## src/lfr_defines.svh

```systemverilog
// register offsets, field positions, reset values and timing counts of the flash ramp controller
`ifndef LFR_DEFINES_SVH
`define LFR_DEFINES_SVH
`define LFR_CLK_MHZ 50
`define LFR_RAMP_UP_NS 12000
`define LFR_RAMP_DN_NS 500
`define LFR_STEP_DLY_US 1000
`define LFR_RAMP_UP_CYC ((`LFR_RAMP_UP_NS * `LFR_CLK_MHZ) / 1000)
`define LFR_RAMP_DN_CYC ((`LFR_RAMP_DN_NS * `LFR_CLK_MHZ) / 1000)
`define LFR_STEP_DLY_CYC (`LFR_STEP_DLY_US * `LFR_CLK_MHZ)
`define LFR_SAFE_CYC 50000
`define LFR_ADDR_CTRL 8'h00
`define LFR_ADDR_FLASH 8'h04
`define LFR_ADDR_VIDEO 8'h08
`define LFR_ADDR_STATUS 8'h0c
`define LFR_ADDR_IRQ_STAT 8'h10
`define LFR_ADDR_IRQ_CLR 8'h14
`define LFR_ADDR_IRQ_EN 8'h18
`define LFR_CTRL_MODE 0
`define LFR_CTRL_VREG 2
`define LFR_CTRL_PSAVE 3
`define LFR_CTRL_DROOP_EN 4
`define LFR_CTRL_INDUCTOR_LIMIT_SELECT 5
`define LFR_CTRL_DROOP_SEL 6
`define LFR_CUR_S13 0
`define LFR_CUR_S2 8
`define LFR_CTRL_RESET 32'h00000000
`define LFR_CUR_RESET 32'h00000000
`define LFR_IRQ_N 5
`define LFR_IRQ_TSD 0
`define LFR_IRQ_DROOP 1
`define LFR_IRQ_UP 2
`define LFR_IRQ_SAFE 3
`define LFR_IRQ_UVLO 4
`endif

```

## src/lfr_pkg.sv

```systemverilog
// types of the flash ramp controller
package lfr_pkg;
	typedef enum logic [1:0] {
		MODE_OFF = 2'h0,
		MODE_VIDEO = 2'h1,
		MODE_FLASH = 2'h2,
		MODE_VOLT = 2'h3
	} lfr_mode_t;
	typedef enum {
		ST_SHUT,
		ST_PRECHARGE,
		ST_SOFT_LOW,
		ST_SOFT_MID,
		ST_RUN,
		ST_THERMAL
	} lfr_state_t;
	typedef enum logic [1:0] {
		LIM_OFF = 2'h0,
		LIM_25MA = 2'h1,
		LIM_250MA = 2'h2,
		LIM_FULL = 2'h3
	} lfr_limit_t;
endpackage : lfr_pkg

```

## src/lfr_tick.sv

```systemverilog
// periodic tick from a cycle counter, held at zero while not running
`timescale 1ns/1ps
module lfr_tick #(
	parameter int CYC = 600
) (
	input wire logic clk,
	input wire logic rst,
	input wire logic ce,
	input wire logic run,
	output logic tick
);
	localparam int W = $clog2(CYC + 1);
	logic [W-1:0] cnt_r;
	if (CYC < 1) begin : badCyc
		$error("lfr_tick: CYC must be at least 1");
	end
	always_ff @(posedge clk) begin
		if (rst || !run) begin
			cnt_r <= '0;
		end else if (ce) begin
			cnt_r <= (cnt_r == W'(CYC - 1)) ? '0 : cnt_r + 1'b1;
		end
	end
	assign tick = run && ce && (cnt_r == W'(CYC - 1));
endmodule : lfr_tick

```

## src/lfr_ramp.sv

```systemverilog
// one current sink level, stepped one code toward its target per tick
`timescale 1ns/1ps
module lfr_ramp #(
	parameter int W = 5
) (
	input wire logic clk,
	input wire logic rst,
	input wire logic ce,
	input wire logic [W-1:0] target,
	input wire logic upTick,
	input wire logic downTick,
	input wire logic holdUp,
	input wire logic load,
	output logic [W-1:0] level_r
);
	if (W < 1 || W > 8) begin : badW
		$error("lfr_ramp: W must be 1 to 8");
	end
	always_ff @(posedge clk) begin
		if (rst) begin
			level_r <= '0;
		end else if (ce) begin
			if (load) begin
				level_r <= target;
			end else if (level_r < target && upTick && !holdUp) begin
				level_r <= level_r + 1'b1;
			end else if (level_r > target && downTick) begin
				level_r <= level_r - 1'b1;
			end
		end
	end
endmodule : lfr_ramp

```

## src/lfr_ctrl.sv

```systemverilog
// flash ramp, droop, thermal, current limit and start-up sequencing controller
`include "lfr_defines.svh"
`timescale 1ns/1ps
module lfr_ctrl #(
	parameter int STEP_DLY_CYC = `LFR_STEP_DLY_CYC,
	parameter int SAFE_CYC = `LFR_SAFE_CYC
) (
	input wire logic clk,
	input wire logic rst,
	input wire logic ce,
	input wire logic [7:0] addr,
	input wire logic [31:0] wdata,
	input wire logic we,
	input wire logic re,
	output logic [31:0] rdata,
	input wire logic txMask,
	input wire logic downMode,
	input wire logic uvlo,
	input wire logic dieAbove55,
	input wire logic dieAbove70,
	input wire logic dieAbove160,
	input wire logic dieBelow140,
	input wire logic outNearIn,
	input wire logic outAbove3v3,
	input wire logic outInReg,
	input wire logic droopLow,
	output logic [4:0] sinkLevel13,
	output logic [5:0] sinkLevel2,
	output logic droopSample,
	output logic [2:0] droopThreshold,
	output logic switchEn,
	output logic rectifierEn,
	output logic sinksEn,
	output logic [1:0] limitStep,
	output logic limitHigh,
	output logic powerSaveOn,
	output logic balancingEn,
	output logic irq
);
	localparam int SW = $clog2(STEP_DLY_CYC + 1);
	localparam int TW = $clog2(SAFE_CYC + 1);
	if (STEP_DLY_CYC < 1 || SAFE_CYC < 1) begin : badCounts
		$error("lfr_ctrl: counts must be at least 1");
	end

	lfr_pkg::lfr_state_t state_r;
	lfr_pkg::lfr_state_t state_nxt;
	lfr_pkg::lfr_mode_t mode_r;
	logic vregEn_r;
	logic psaveEn_r;
	logic droopEn_r;
	logic ilimReq_r;
	logic ilimAct_r;
	logic [2:0] droopSel_r;
	logic [4:0] flash13_r;
	logic [5:0] flash2_r;
	logic [4:0] video13_r;
	logic [5:0] video2_r;
	logic dieLatch_r;
	logic droopHalt_r;
	logic flashOn_r;
	logic uvlo_r;
	logic [SW-1:0] stepCnt_r;
	logic [TW-1:0] safeCnt_r;
	logic safeExpired;
	logic [`LFR_IRQ_N-1:0] irqStat_r;
	logic [`LFR_IRQ_N-1:0] irqEn_r;
	logic [`LFR_IRQ_N-1:0] irqEvent;
	logic [`LFR_IRQ_N-1:0] irqClr;
	logic [31:0] rdata_r;
	logic [1:0] dieCode;
	logic enabled;
	logic voltMode;
	logic lightMode;
	logic flashing;
	logic blanking;
	logic droopActive;
	logic upTick;
	logic downTick;
	logic [4:0] target13;
	logic [5:0] target2;
	logic wrCtrl;
	logic rdStatus;

	assign wrCtrl = we && addr == `LFR_ADDR_CTRL;
	assign rdStatus = re && addr == `LFR_ADDR_STATUS;
	assign voltMode = vregEn_r || mode_r == lfr_pkg::MODE_VOLT;
	assign lightMode = mode_r == lfr_pkg::MODE_VIDEO || mode_r == lfr_pkg::MODE_FLASH;
	assign enabled = vregEn_r || mode_r != lfr_pkg::MODE_OFF;
	assign flashing = state_r == lfr_pkg::ST_RUN && mode_r == lfr_pkg::MODE_FLASH;
	assign blanking = flashing && txMask;
	// monitor sits out while disabled or while blanking pulls current down anyway
	assign droopActive = droopEn_r && !txMask;

	// software fields; hardware clears of the mode win over a same-cycle write
	always_ff @(posedge clk) begin
		if (rst) begin
			mode_r <= lfr_pkg::MODE_OFF;
			vregEn_r <= 1'b0;
			psaveEn_r <= 1'b0;
			droopEn_r <= 1'b0;
			ilimReq_r <= 1'b0;
			droopSel_r <= 3'h0;
		end else if (ce) begin
			if (wrCtrl) begin
				mode_r <= lfr_pkg::lfr_mode_t'(wdata[`LFR_CTRL_MODE +: 2]);
				vregEn_r <= wdata[`LFR_CTRL_VREG];
				psaveEn_r <= wdata[`LFR_CTRL_PSAVE];
				droopEn_r <= wdata[`LFR_CTRL_DROOP_EN];
				ilimReq_r <= wdata[`LFR_CTRL_INDUCTOR_LIMIT_SELECT];
				droopSel_r <= wdata[`LFR_CTRL_DROOP_SEL +: 3];
			end
			if ((dieAbove160 && lightMode) || safeExpired) begin
				mode_r <= lfr_pkg::MODE_OFF;
			end
		end
	end

	always_ff @(posedge clk) begin
		if (rst) begin
			flash13_r <= 5'h00;
			flash2_r <= 6'h00;
			video13_r <= 5'h00;
			video2_r <= 6'h00;
		end else if (ce) begin
			if (we && addr == `LFR_ADDR_FLASH) begin
				flash13_r <= wdata[`LFR_CUR_S13 +: 5];
				flash2_r <= wdata[`LFR_CUR_S2 +: 6];
			end
			if (we && addr == `LFR_ADDR_VIDEO) begin
				video13_r <= wdata[`LFR_CUR_S13 +: 5];
				video2_r <= wdata[`LFR_CUR_S2 +: 6];
			end
		end
	end

	// limit select is frozen once the converter has left shutdown
	always_ff @(posedge clk) begin
		if (rst) begin
			ilimAct_r <= 1'b0;
		end else if (ce && wrCtrl && state_r == lfr_pkg::ST_SHUT) begin
			ilimAct_r <= wdata[`LFR_CTRL_INDUCTOR_LIMIT_SELECT];
		end
	end

	always_comb begin
		state_nxt = state_r;
		unique case (state_r)
			lfr_pkg::ST_SHUT: begin
				if (enabled && !uvlo) begin
					state_nxt = lfr_pkg::ST_PRECHARGE;
				end
			end
			lfr_pkg::ST_PRECHARGE: begin
				if (outNearIn || outAbove3v3) begin
					state_nxt = lfr_pkg::ST_SOFT_LOW;
				end
			end
			lfr_pkg::ST_SOFT_LOW: begin
				if (stepCnt_r == SW'(STEP_DLY_CYC - 1)) begin
					state_nxt = lfr_pkg::ST_SOFT_MID;
				end
			end
			lfr_pkg::ST_SOFT_MID: begin
				if (outInReg) begin
					state_nxt = lfr_pkg::ST_RUN;
				end
			end
			lfr_pkg::ST_RUN: begin
			end
			lfr_pkg::ST_THERMAL: begin
				if (voltMode && dieBelow140 && !dieAbove160) begin
					state_nxt = lfr_pkg::ST_PRECHARGE;
				end
			end
		endcase
		if (dieAbove160 && state_r != lfr_pkg::ST_SHUT) begin
			state_nxt = lfr_pkg::ST_THERMAL;
		end
		if (!enabled) begin
			state_nxt = lfr_pkg::ST_SHUT;
		end
	end

	always_ff @(posedge clk) begin
		if (rst) begin
			state_r <= lfr_pkg::ST_SHUT;
		end else if (ce) begin
			state_r <= state_nxt;
		end
	end

	always_ff @(posedge clk) begin
		if (rst || state_r != lfr_pkg::ST_SOFT_LOW) begin
			stepCnt_r <= '0;
		end else if (ce) begin
			stepCnt_r <= stepCnt_r + 1'b1;
		end
	end

	// safety timer runs on flash alone, blanking does not pause or restart it
	always_ff @(posedge clk) begin
		if (rst || !flashing) begin
			safeCnt_r <= '0;
		end else if (ce && !safeExpired) begin
			safeCnt_r <= safeCnt_r + 1'b1;
		end
	end
	assign safeExpired = flashing && safeCnt_r == TW'(SAFE_CYC - 1);

	// battery sample strobe and threshold at the first cycle of a flash
	always_ff @(posedge clk) begin
		if (rst) begin
			flashOn_r <= 1'b0;
		end else if (ce) begin
			flashOn_r <= flashing;
		end
	end
	assign droopSample = ce && flashing && !flashOn_r && droopEn_r;

	always_ff @(posedge clk) begin
		if (rst) begin
			droopThreshold <= 3'h0;
		end else if (ce && flashing && !flashOn_r) begin
			droopThreshold <= droopSel_r;
		end
	end

	// once tripped the ramp stays held for the rest of this flash
	always_ff @(posedge clk) begin
		if (rst || !flashing) begin
			droopHalt_r <= 1'b0;
		end else if (ce && droopActive && droopLow && sinkLevel13 < target13) begin
			droopHalt_r <= 1'b1;
		end
	end

	always_comb begin
		target13 = 5'h00;
		target2 = 6'h00;
		if (state_r == lfr_pkg::ST_RUN && mode_r == lfr_pkg::MODE_VIDEO) begin
			target13 = video13_r;
			target2 = video2_r;
		end else if (flashing && !txMask) begin
			target13 = flash13_r;
			target2 = flash2_r;
		end else if (blanking) begin
			target13 = video13_r;
			target2 = video2_r;
		end
	end

	lfr_tick #(
		.CYC(`LFR_RAMP_UP_CYC)
	) upTimer (
		.clk(clk),
		.rst(rst),
		.ce(ce),
		.run(state_r == lfr_pkg::ST_RUN),
		.tick(upTick)
	);

	lfr_tick #(
		.CYC(`LFR_RAMP_DN_CYC)
	) downTimer (
		.clk(clk),
		.rst(rst),
		.ce(ce),
		.run(1'b1),
		.tick(downTick)
	);

	// blanking loads the lower level directly; leaving a light mode or a trip zeroes at once
	lfr_ramp #(
		.W(5)
	) ramp13 (
		.clk(clk),
		.rst(rst),
		.ce(ce),
		.target(target13),
		.upTick(upTick),
		.downTick(downTick),
		.holdUp(droopHalt_r || (droopActive && droopLow && flashing)),
		.load((blanking && sinkLevel13 > target13) || !sinksEn),
		.level_r(sinkLevel13)
	);

	lfr_ramp #(
		.W(6)
	) ramp2 (
		.clk(clk),
		.rst(rst),
		.ce(ce),
		.target(target2),
		.upTick(upTick),
		.downTick(downTick),
		.holdUp(droopHalt_r || (droopActive && droopLow && flashing)),
		.load((blanking && sinkLevel2 > target2) || !sinksEn),
		.level_r(sinkLevel2)
	);

	// trip code latched until status is read; the trip wins over a same-cycle read
	always_ff @(posedge clk) begin
		if (rst) begin
			dieLatch_r <= 1'b0;
		end else if (ce) begin
			if (dieAbove160 && state_r != lfr_pkg::ST_SHUT) begin
				dieLatch_r <= 1'b1;
			end else if (rdStatus) begin
				dieLatch_r <= 1'b0;
			end
		end
	end

	always_comb begin
		dieCode = 2'h0;
		if (dieLatch_r) begin
			dieCode = 2'h3;
		end else if (state_r == lfr_pkg::ST_SHUT) begin
			dieCode = 2'h0;
		end else if (dieAbove70) begin
			dieCode = 2'h2;
		end else if (dieAbove55) begin
			dieCode = 2'h1;
		end
	end

	always_ff @(posedge clk) begin
		if (rst) begin
			uvlo_r <= 1'b0;
		end else if (ce) begin
			uvlo_r <= uvlo;
		end
	end

	always_comb begin
		irqEvent = '0;
		irqEvent[`LFR_IRQ_TSD] = ce && dieAbove160 && state_r != lfr_pkg::ST_SHUT && !dieLatch_r;
		irqEvent[`LFR_IRQ_DROOP] = ce && flashing && !droopHalt_r && droopActive && droopLow;
		irqEvent[`LFR_IRQ_UP] = ce && state_r == lfr_pkg::ST_SOFT_MID && state_nxt == lfr_pkg::ST_RUN;
		irqEvent[`LFR_IRQ_SAFE] = ce && safeExpired;
		irqEvent[`LFR_IRQ_UVLO] = ce && uvlo && !uvlo_r;
	end
	assign irqClr = (ce && we && addr == `LFR_ADDR_IRQ_CLR) ? wdata[`LFR_IRQ_N-1:0] : '0;

	// set wins over clear so no event is lost
	always_ff @(posedge clk) begin
		if (rst) begin
			irqStat_r <= '0;
			irqEn_r <= '0;
		end else if (ce) begin
			irqStat_r <= (irqStat_r & ~irqClr) | irqEvent;
			if (we && addr == `LFR_ADDR_IRQ_EN) begin
				irqEn_r <= wdata[`LFR_IRQ_N-1:0];
			end
		end
	end
	assign irq = |(irqStat_r & irqEn_r);

	always_ff @(posedge clk) begin
		if (rst) begin
			rdata_r <= 32'h00000000;
		end else if (ce) begin
			rdata_r <= 32'h00000000;
			if (re) begin
				unique case (addr)
					`LFR_ADDR_CTRL: begin
						rdata_r <= {23'h000000, droopSel_r, ilimReq_r, droopEn_r, psaveEn_r, vregEn_r, mode_r};
					end
					`LFR_ADDR_FLASH: begin
						rdata_r <= {18'h00000, flash2_r, 3'h0, flash13_r};
					end
					`LFR_ADDR_VIDEO: begin
						rdata_r <= {18'h00000, video2_r, 3'h0, video13_r};
					end
					`LFR_ADDR_STATUS: begin
						rdata_r <= {25'h0000000, ilimAct_r, droopHalt_r, limitStep, uvlo, dieCode};
					end
					`LFR_ADDR_IRQ_STAT: begin
						rdata_r <= {27'h0000000, irqStat_r};
					end
					`LFR_ADDR_IRQ_EN: begin
						rdata_r <= {27'h0000000, irqEn_r};
					end
					default: begin
						rdata_r <= 32'h00000000;
					end
				endcase
			end
		end
	end
	assign rdata = rdata_r;

	// switching stages gated by undervoltage so a low battery never turns them on
	always_comb begin
		switchEn = !uvlo && (state_r == lfr_pkg::ST_SOFT_LOW || state_r == lfr_pkg::ST_SOFT_MID ||
			state_r == lfr_pkg::ST_RUN);
		rectifierEn = !uvlo && state_r != lfr_pkg::ST_SHUT && state_r != lfr_pkg::ST_THERMAL;
		sinksEn = state_r == lfr_pkg::ST_RUN && lightMode;
		unique case (state_r)
			lfr_pkg::ST_SOFT_LOW: limitStep = lfr_pkg::LIM_25MA;
			lfr_pkg::ST_SOFT_MID: limitStep = lfr_pkg::LIM_250MA;
			lfr_pkg::ST_RUN: limitStep = lfr_pkg::LIM_FULL;
			default: limitStep = lfr_pkg::LIM_OFF;
		endcase
		limitHigh = ilimAct_r;
		powerSaveOn = downMode || psaveEn_r;
		balancingEn = state_r == lfr_pkg::ST_PRECHARGE || state_r == lfr_pkg::ST_SOFT_LOW ||
			state_r == lfr_pkg::ST_SOFT_MID;
	end
endmodule : lfr_ctrl

```

## config.mk

```make
export PLATFORM = sky130hd
export DESIGN_NAME = lfr_ctrl
export DESIGN_NICKNAME = d
export VERILOG_FILES = /design/src/lfr_pkg.sv /design/src/lfr_tick.sv /design/src/lfr_ramp.sv /design/src/lfr_ctrl.sv
export VERILOG_INCLUDE_DIRS = /design/src
export SDC_FILE = /design/constraint.sdc
export NUM_CORES = 1
export LEC_CHECK = 0
export ABC_AREA = 1
export ABC_CLOCK_PERIOD_IN_PS = 4400
export BUFFER_PORTS_ARGS = -buffer_cell sky130_fd_sc_hd__buf_2
export CORE_MARGIN = 2
export CORE_UTILIZATION = 47
export DETAILED_ROUTE_END_ITERATION = 8
export GPL_TIMING_DRIVEN = 0
export MAX_ROUTING_LAYER = met4
export PLACE_DENSITY = 0.67
export SYNTH_ARGS = -nofsm -noshare
export SYNTH_HDL_FRONTEND = slang
export SYNTH_SLANG_ARGS = --single-unit
```

## constraint.sdc

```tcl
create_clock -name clk -period 4.4 [get_ports clk]
set_clock_uncertainty 0.15 [all_clocks]
set_input_delay 0.66 -clock clk [delete_from_list [all_inputs] [get_ports clk]]
set_output_delay 0.66 -clock clk [all_outputs]
set_load 0.02 [all_outputs]
```

==> qor.txt <==
DIE
--------------------------------------------------------------------------------------
Floorplan die width                                                             134 um
IO Pins                                                                            112
Die Height                                                                      134 um
Initial cell density of the core                                                 48.0%
Die area                                                                    17900 um^2
Placeable core region                                                       16500 um^2
Rows                                                                                47

LAYOUT
--------------------------------------------------------------------------------------
# diodes                                                                             0
Net count reported at finish                                                      1327
Synthesis-to-finish area growth                                                  17.3%
Final standard cell utilization of the core                                      56.3%
Ratio of cells with drive above 1 in the final layout                            14.7%

PWR
--------------------------------------------------------------------------------------
Power density over cell area                                               332 nW/um^2
Worst IR Drop VDD                                                             0.283 mV
Lkg Pwr                                                                        3.96 nW

WORST SETUP PATH
--------------------------------------------------------------------------------------
Slowest cell on the critical path                                              dfxtp_1
Critical Setup Path Class                                                   reg -> reg
Count of cells along the worst register-to-register path                            29
Critical path capture point type                                              register
Worst-path fanout max                                                                7
R2R Setup Slk                                                                  0.40 ns
Maximum cell stage delay along the critical path                               0.32 ns
Worst path required time                                                       4.58 ns
Worst reg2reg path startpoint                                              state_r[14]
Critical Path Source Type                                                     register
Arrival time of the worst setup path                                           4.18 ns
Most Frequent Cell on Critical Path                                            nand2_1
Critical R2R Capture                                                      ramp2.level_r[5]
Beginning of the critical path                                             state_r[14]
Critical Path Sink                                                        ramp2.level_r[5]

SYNTHESIS
--------------------------------------------------------------------------------------
EDFF count, synth                                                                    0
Total number of yosys warnings                                                       0
Post-Synth Simple-Gate Area                                                      26.4%
Fraction of synthesis flops using an asynchronous set or reset pin                  0%
Xor/xnor share of the synthesized area                                          0.993%
Compound-Gate Fraction of Synth Area                                             19.1%
Leading register cell type out of synthesis                                    dfxtp_1
Avg Synthesized Cell Area                                                    7.05 um^2
Portion of the post-synthesis area used by sequential elements                   38.6%
Adder-cell area share of the yosys netlist                                       4.76%
Post-synthesis register bit count                                                  153
Proportion of synthesized area in mux cells                                         0%
Number of distinct standard cells referenced by the synthesized netlist             53
Mapped cell area                                                             7940 um^2
Synthesized instance count                                                        1126
Largest family of logic cells by synthesized area                         simple AND/OR/NAND/NOR gates

GLOBAL ROUTE
--------------------------------------------------------------------------------------
Overall overflow remaining after global route                                        0
Busiest layer in global routing                                                   met2
Global-route total usage across every layer                                      25.1%
Global-route met3 utilization                                                    4.99%
M1 GR Usage                                                                      32.1%
Vias in the first global route                                                    6868
Global-route wire length before repair                                         34.6 mm
Maximum number of pins on one net before global-route repair                        17
Global Route met2 Usage                                                          40.6%
Initial antenna violation count                                                      0

RUN
--------------------------------------------------------------------------------------
Max-cap violations                                                                   0

STA
--------------------------------------------------------------------------------------
Slew of the pin with the lowest slew margin                                   0.801 ns
WHS                                                                           0.303 ns
Shortest clock period the worst path allows after layout                       4.00 ns
Relative max-transition margin                                                   46.6%
Fraction of the cycle the final worst path needs                                 90.9%
Final Max Slew Viols                                                                 0
# setup viols final                                                                  0
Count of final hold-check violations                                                 0
Maximum achievable frequency                                                 0.250 GHz

DRT
--------------------------------------------------------------------------------------
DRC                                                                                  0
Post-detailed-route count of antenna-violating nets                                  0
Detailed-route wire length                                                     21.3 mm
Average vias per placed instance                                                  5.14
Via count of the routed design                                                    7575
Wirelength per Cell                                                            14.4 um
Violation count after the first detailed-route iteration                           514
Number of iterations in the first detailed-routing pass                              8

CLOCKING
--------------------------------------------------------------------------------------
Clock tree from TritonCTS                                                         done
Library cell used as clock root buffer                                       clkbuf_16
Clk slew on worst S/H paths                                                    0.06 ns
Worst-case clock buffer depth                                                        2
Number of clock sinks                                                              153
Number of H-tree branching levels                                                    4
TritonCTS buffer count                                                              17
Worst skew pair latency                                                        0.43 ns
Hold-fix buffers, CTS                                                                0

PLACEMENT
--------------------------------------------------------------------------------------
Global placement routability congestion                                          0.974
IO Port Bufs                                                                        75
Estimated wirelength of the detail-placed design                               16.1 mm

HOLD PATH
--------------------------------------------------------------------------------------
Hold Path Class                                                             reg -> reg

RUN STATUS
--------------------------------------------------------------------------------------
Result of the run                                                         finished clean

-- how the worst min path moves through the flow --
stage,start,end,cells after the start
2_1_floorplan,safeCnt_r[15],safeCnt_r[15],1
3_3_place_gp,state_r[28],state_r[28],2
3_5_place_dp,state_r[15],state_r[15],2
4_1_cts,state_r[15],state_r[15],2
5_1_grt,state_r[10],state_r[10],1
6_report,state_r[18],state_r[18],2
-- power breakdown --
part / total [mW] / switching (mW) / internal [mW]
sequential: 1.41 / 0.0138 / 1.40
clock: 1.41 / 0.603 / 0.810
combinational: 0.261 / 0.175 / 0.0866
total: 3.09 / 0.791 / 2.30
-- kinds of logic after synthesis --
| logic type | Yosys count |
|---|---|
| buffers and inverters | 194 |
| DFF | 153 |
| xor gates and xnor gates | 9 |
| other | 1 |
| and+or+nand+nor | 470 |
| AOI/OAI and AO/OA | 270 |
| adders and majority gates | 29 |
-- timing repair --
action	CTS	global route
resized for setup	0	17
hold endpoints to repair	0	0
setup buffers	0	5
endpoints found under the setup margin	0	4
-- state kept, by name (all words and copies together) (netlist names), 2 cells and up --
register and flops:
flash2_r 6, irqStat_r 5, ramp13.level_r 5, droopSel_r 3, rdata 14, droopThreshold 3
irqEn_r 5, state_r 32, mode_r 2, video13_r 5, upTimer.cnt_r 10, video2_r 6
downTimer.cnt_r 5, ramp2.level_r 6, safeCnt_r 16, stepCnt_r 16, flash13_r 5
-- critical path, delay by kind of cell (launching register included) --
kind / cells / cell delay (ns)
AO/OA/AOI/OAI: 5 / 0.52
XOR/XNOR: 1 / 0.18
adder cells (fa/ha/maj): 2 / 0.56
buffers and inverters: 6 / 0.59
flip-flops: 1 / 0.32
AND/OR/NAND/NOR: 15 / 1.57
-- metal layers --
layer / vias to the layer above / wire, um
met5: - / 0
met4: 0 / 348
met3: 29 / 1220
met2: 189 / 10000
met1: 3444 / 9720
li1: 3913 / -
-- synth_stat cells (all sizes together), types with 3 or more instances --
master / instances / area [um^2]
nor3b: 8 / 60.1
nand3: 57 / 333
or2: 9 / 58.8
o22ai: 9 / 56.3
a31oi: 4 / 25.0
nand2: 207 / 807
inv: 141 / 529
a21oi: 112 / 576
ha: 27 / 338
nand4: 10 / 62.6
o21a: 3 / 22.5
buf: 24 / 166
o21ai: 106 / 531
o211a: 11 / 110
xor2: 7 / 61.3
a211oi: 7 / 52.6
clkbuf: 24 / 90.1
nor3: 17 / 96.4
clkinv: 5 / 18.8
a22oi: 6 / 45.0
nor2: 158 / 647
dfxtp: 153 / 3060
-- cell type report --
class | instances | area [um^2]
multi-input cells | 796 | 4170
clock buffers | 19 | 453
fillers | 1606 | 7210
flip-flops and latches | 153 | 3070
repair buffers | 80 | 413
clock inverters | 13 | 120
plain buffers | 48 | 260
well taps | 220 | 275
inverters | 146 | 548
-- layout by cell type (no fill, tap or decap), types with 3 or more instances in the layout --
cell type   count
o21ai_0        99
clkbuf_1       24
a22oi_1         6
nand2_2        10
clkbuf_16      17
inv_2           6
inv_1         135
or2_2           4
nand3_1        52
conb_1         18
nor3b_1         8
o211a_1        11
nor2_4          3
a21oi_1       109
buf_4          23
a211oi_1        7
nor2_1        143
o22ai_1         9
nand4_1        10
or2_1           3
clkinvlp_4      5
clkinv_1        5
ha_1           26
o21a_1          3
nand2_1       195
nor2_2         11
nor3_1         16
xor2_1          7
nand3_4         3
a31oi_1         4
buf_2          79
clkinv_2        3
dfxtp_1       152
o21ai_1         7
-- stage by stage --
step / setup TNS (ns) / area, um^2 / instances / worst slack, ns / power, mW
after floorplan: 0 / 8000 / 1143 / 0.764 / 1.61
after global placement: 0 / 8650 / 1438 / 0.0194 / 1.69
after detailed placement: 0 / 8650 / 1438 / 0.0704 / 1.69
after CTS: 0 / 9230 / 1470 / 0.0236 / 3.10
after global routing: -0.0153 / 9310 / 1475 / -0.0153 / 3.19
final: 0 / 9310 / 1475 / 0.401 / 3.09
Note: power is estimated with default switching activity, not from simulation.
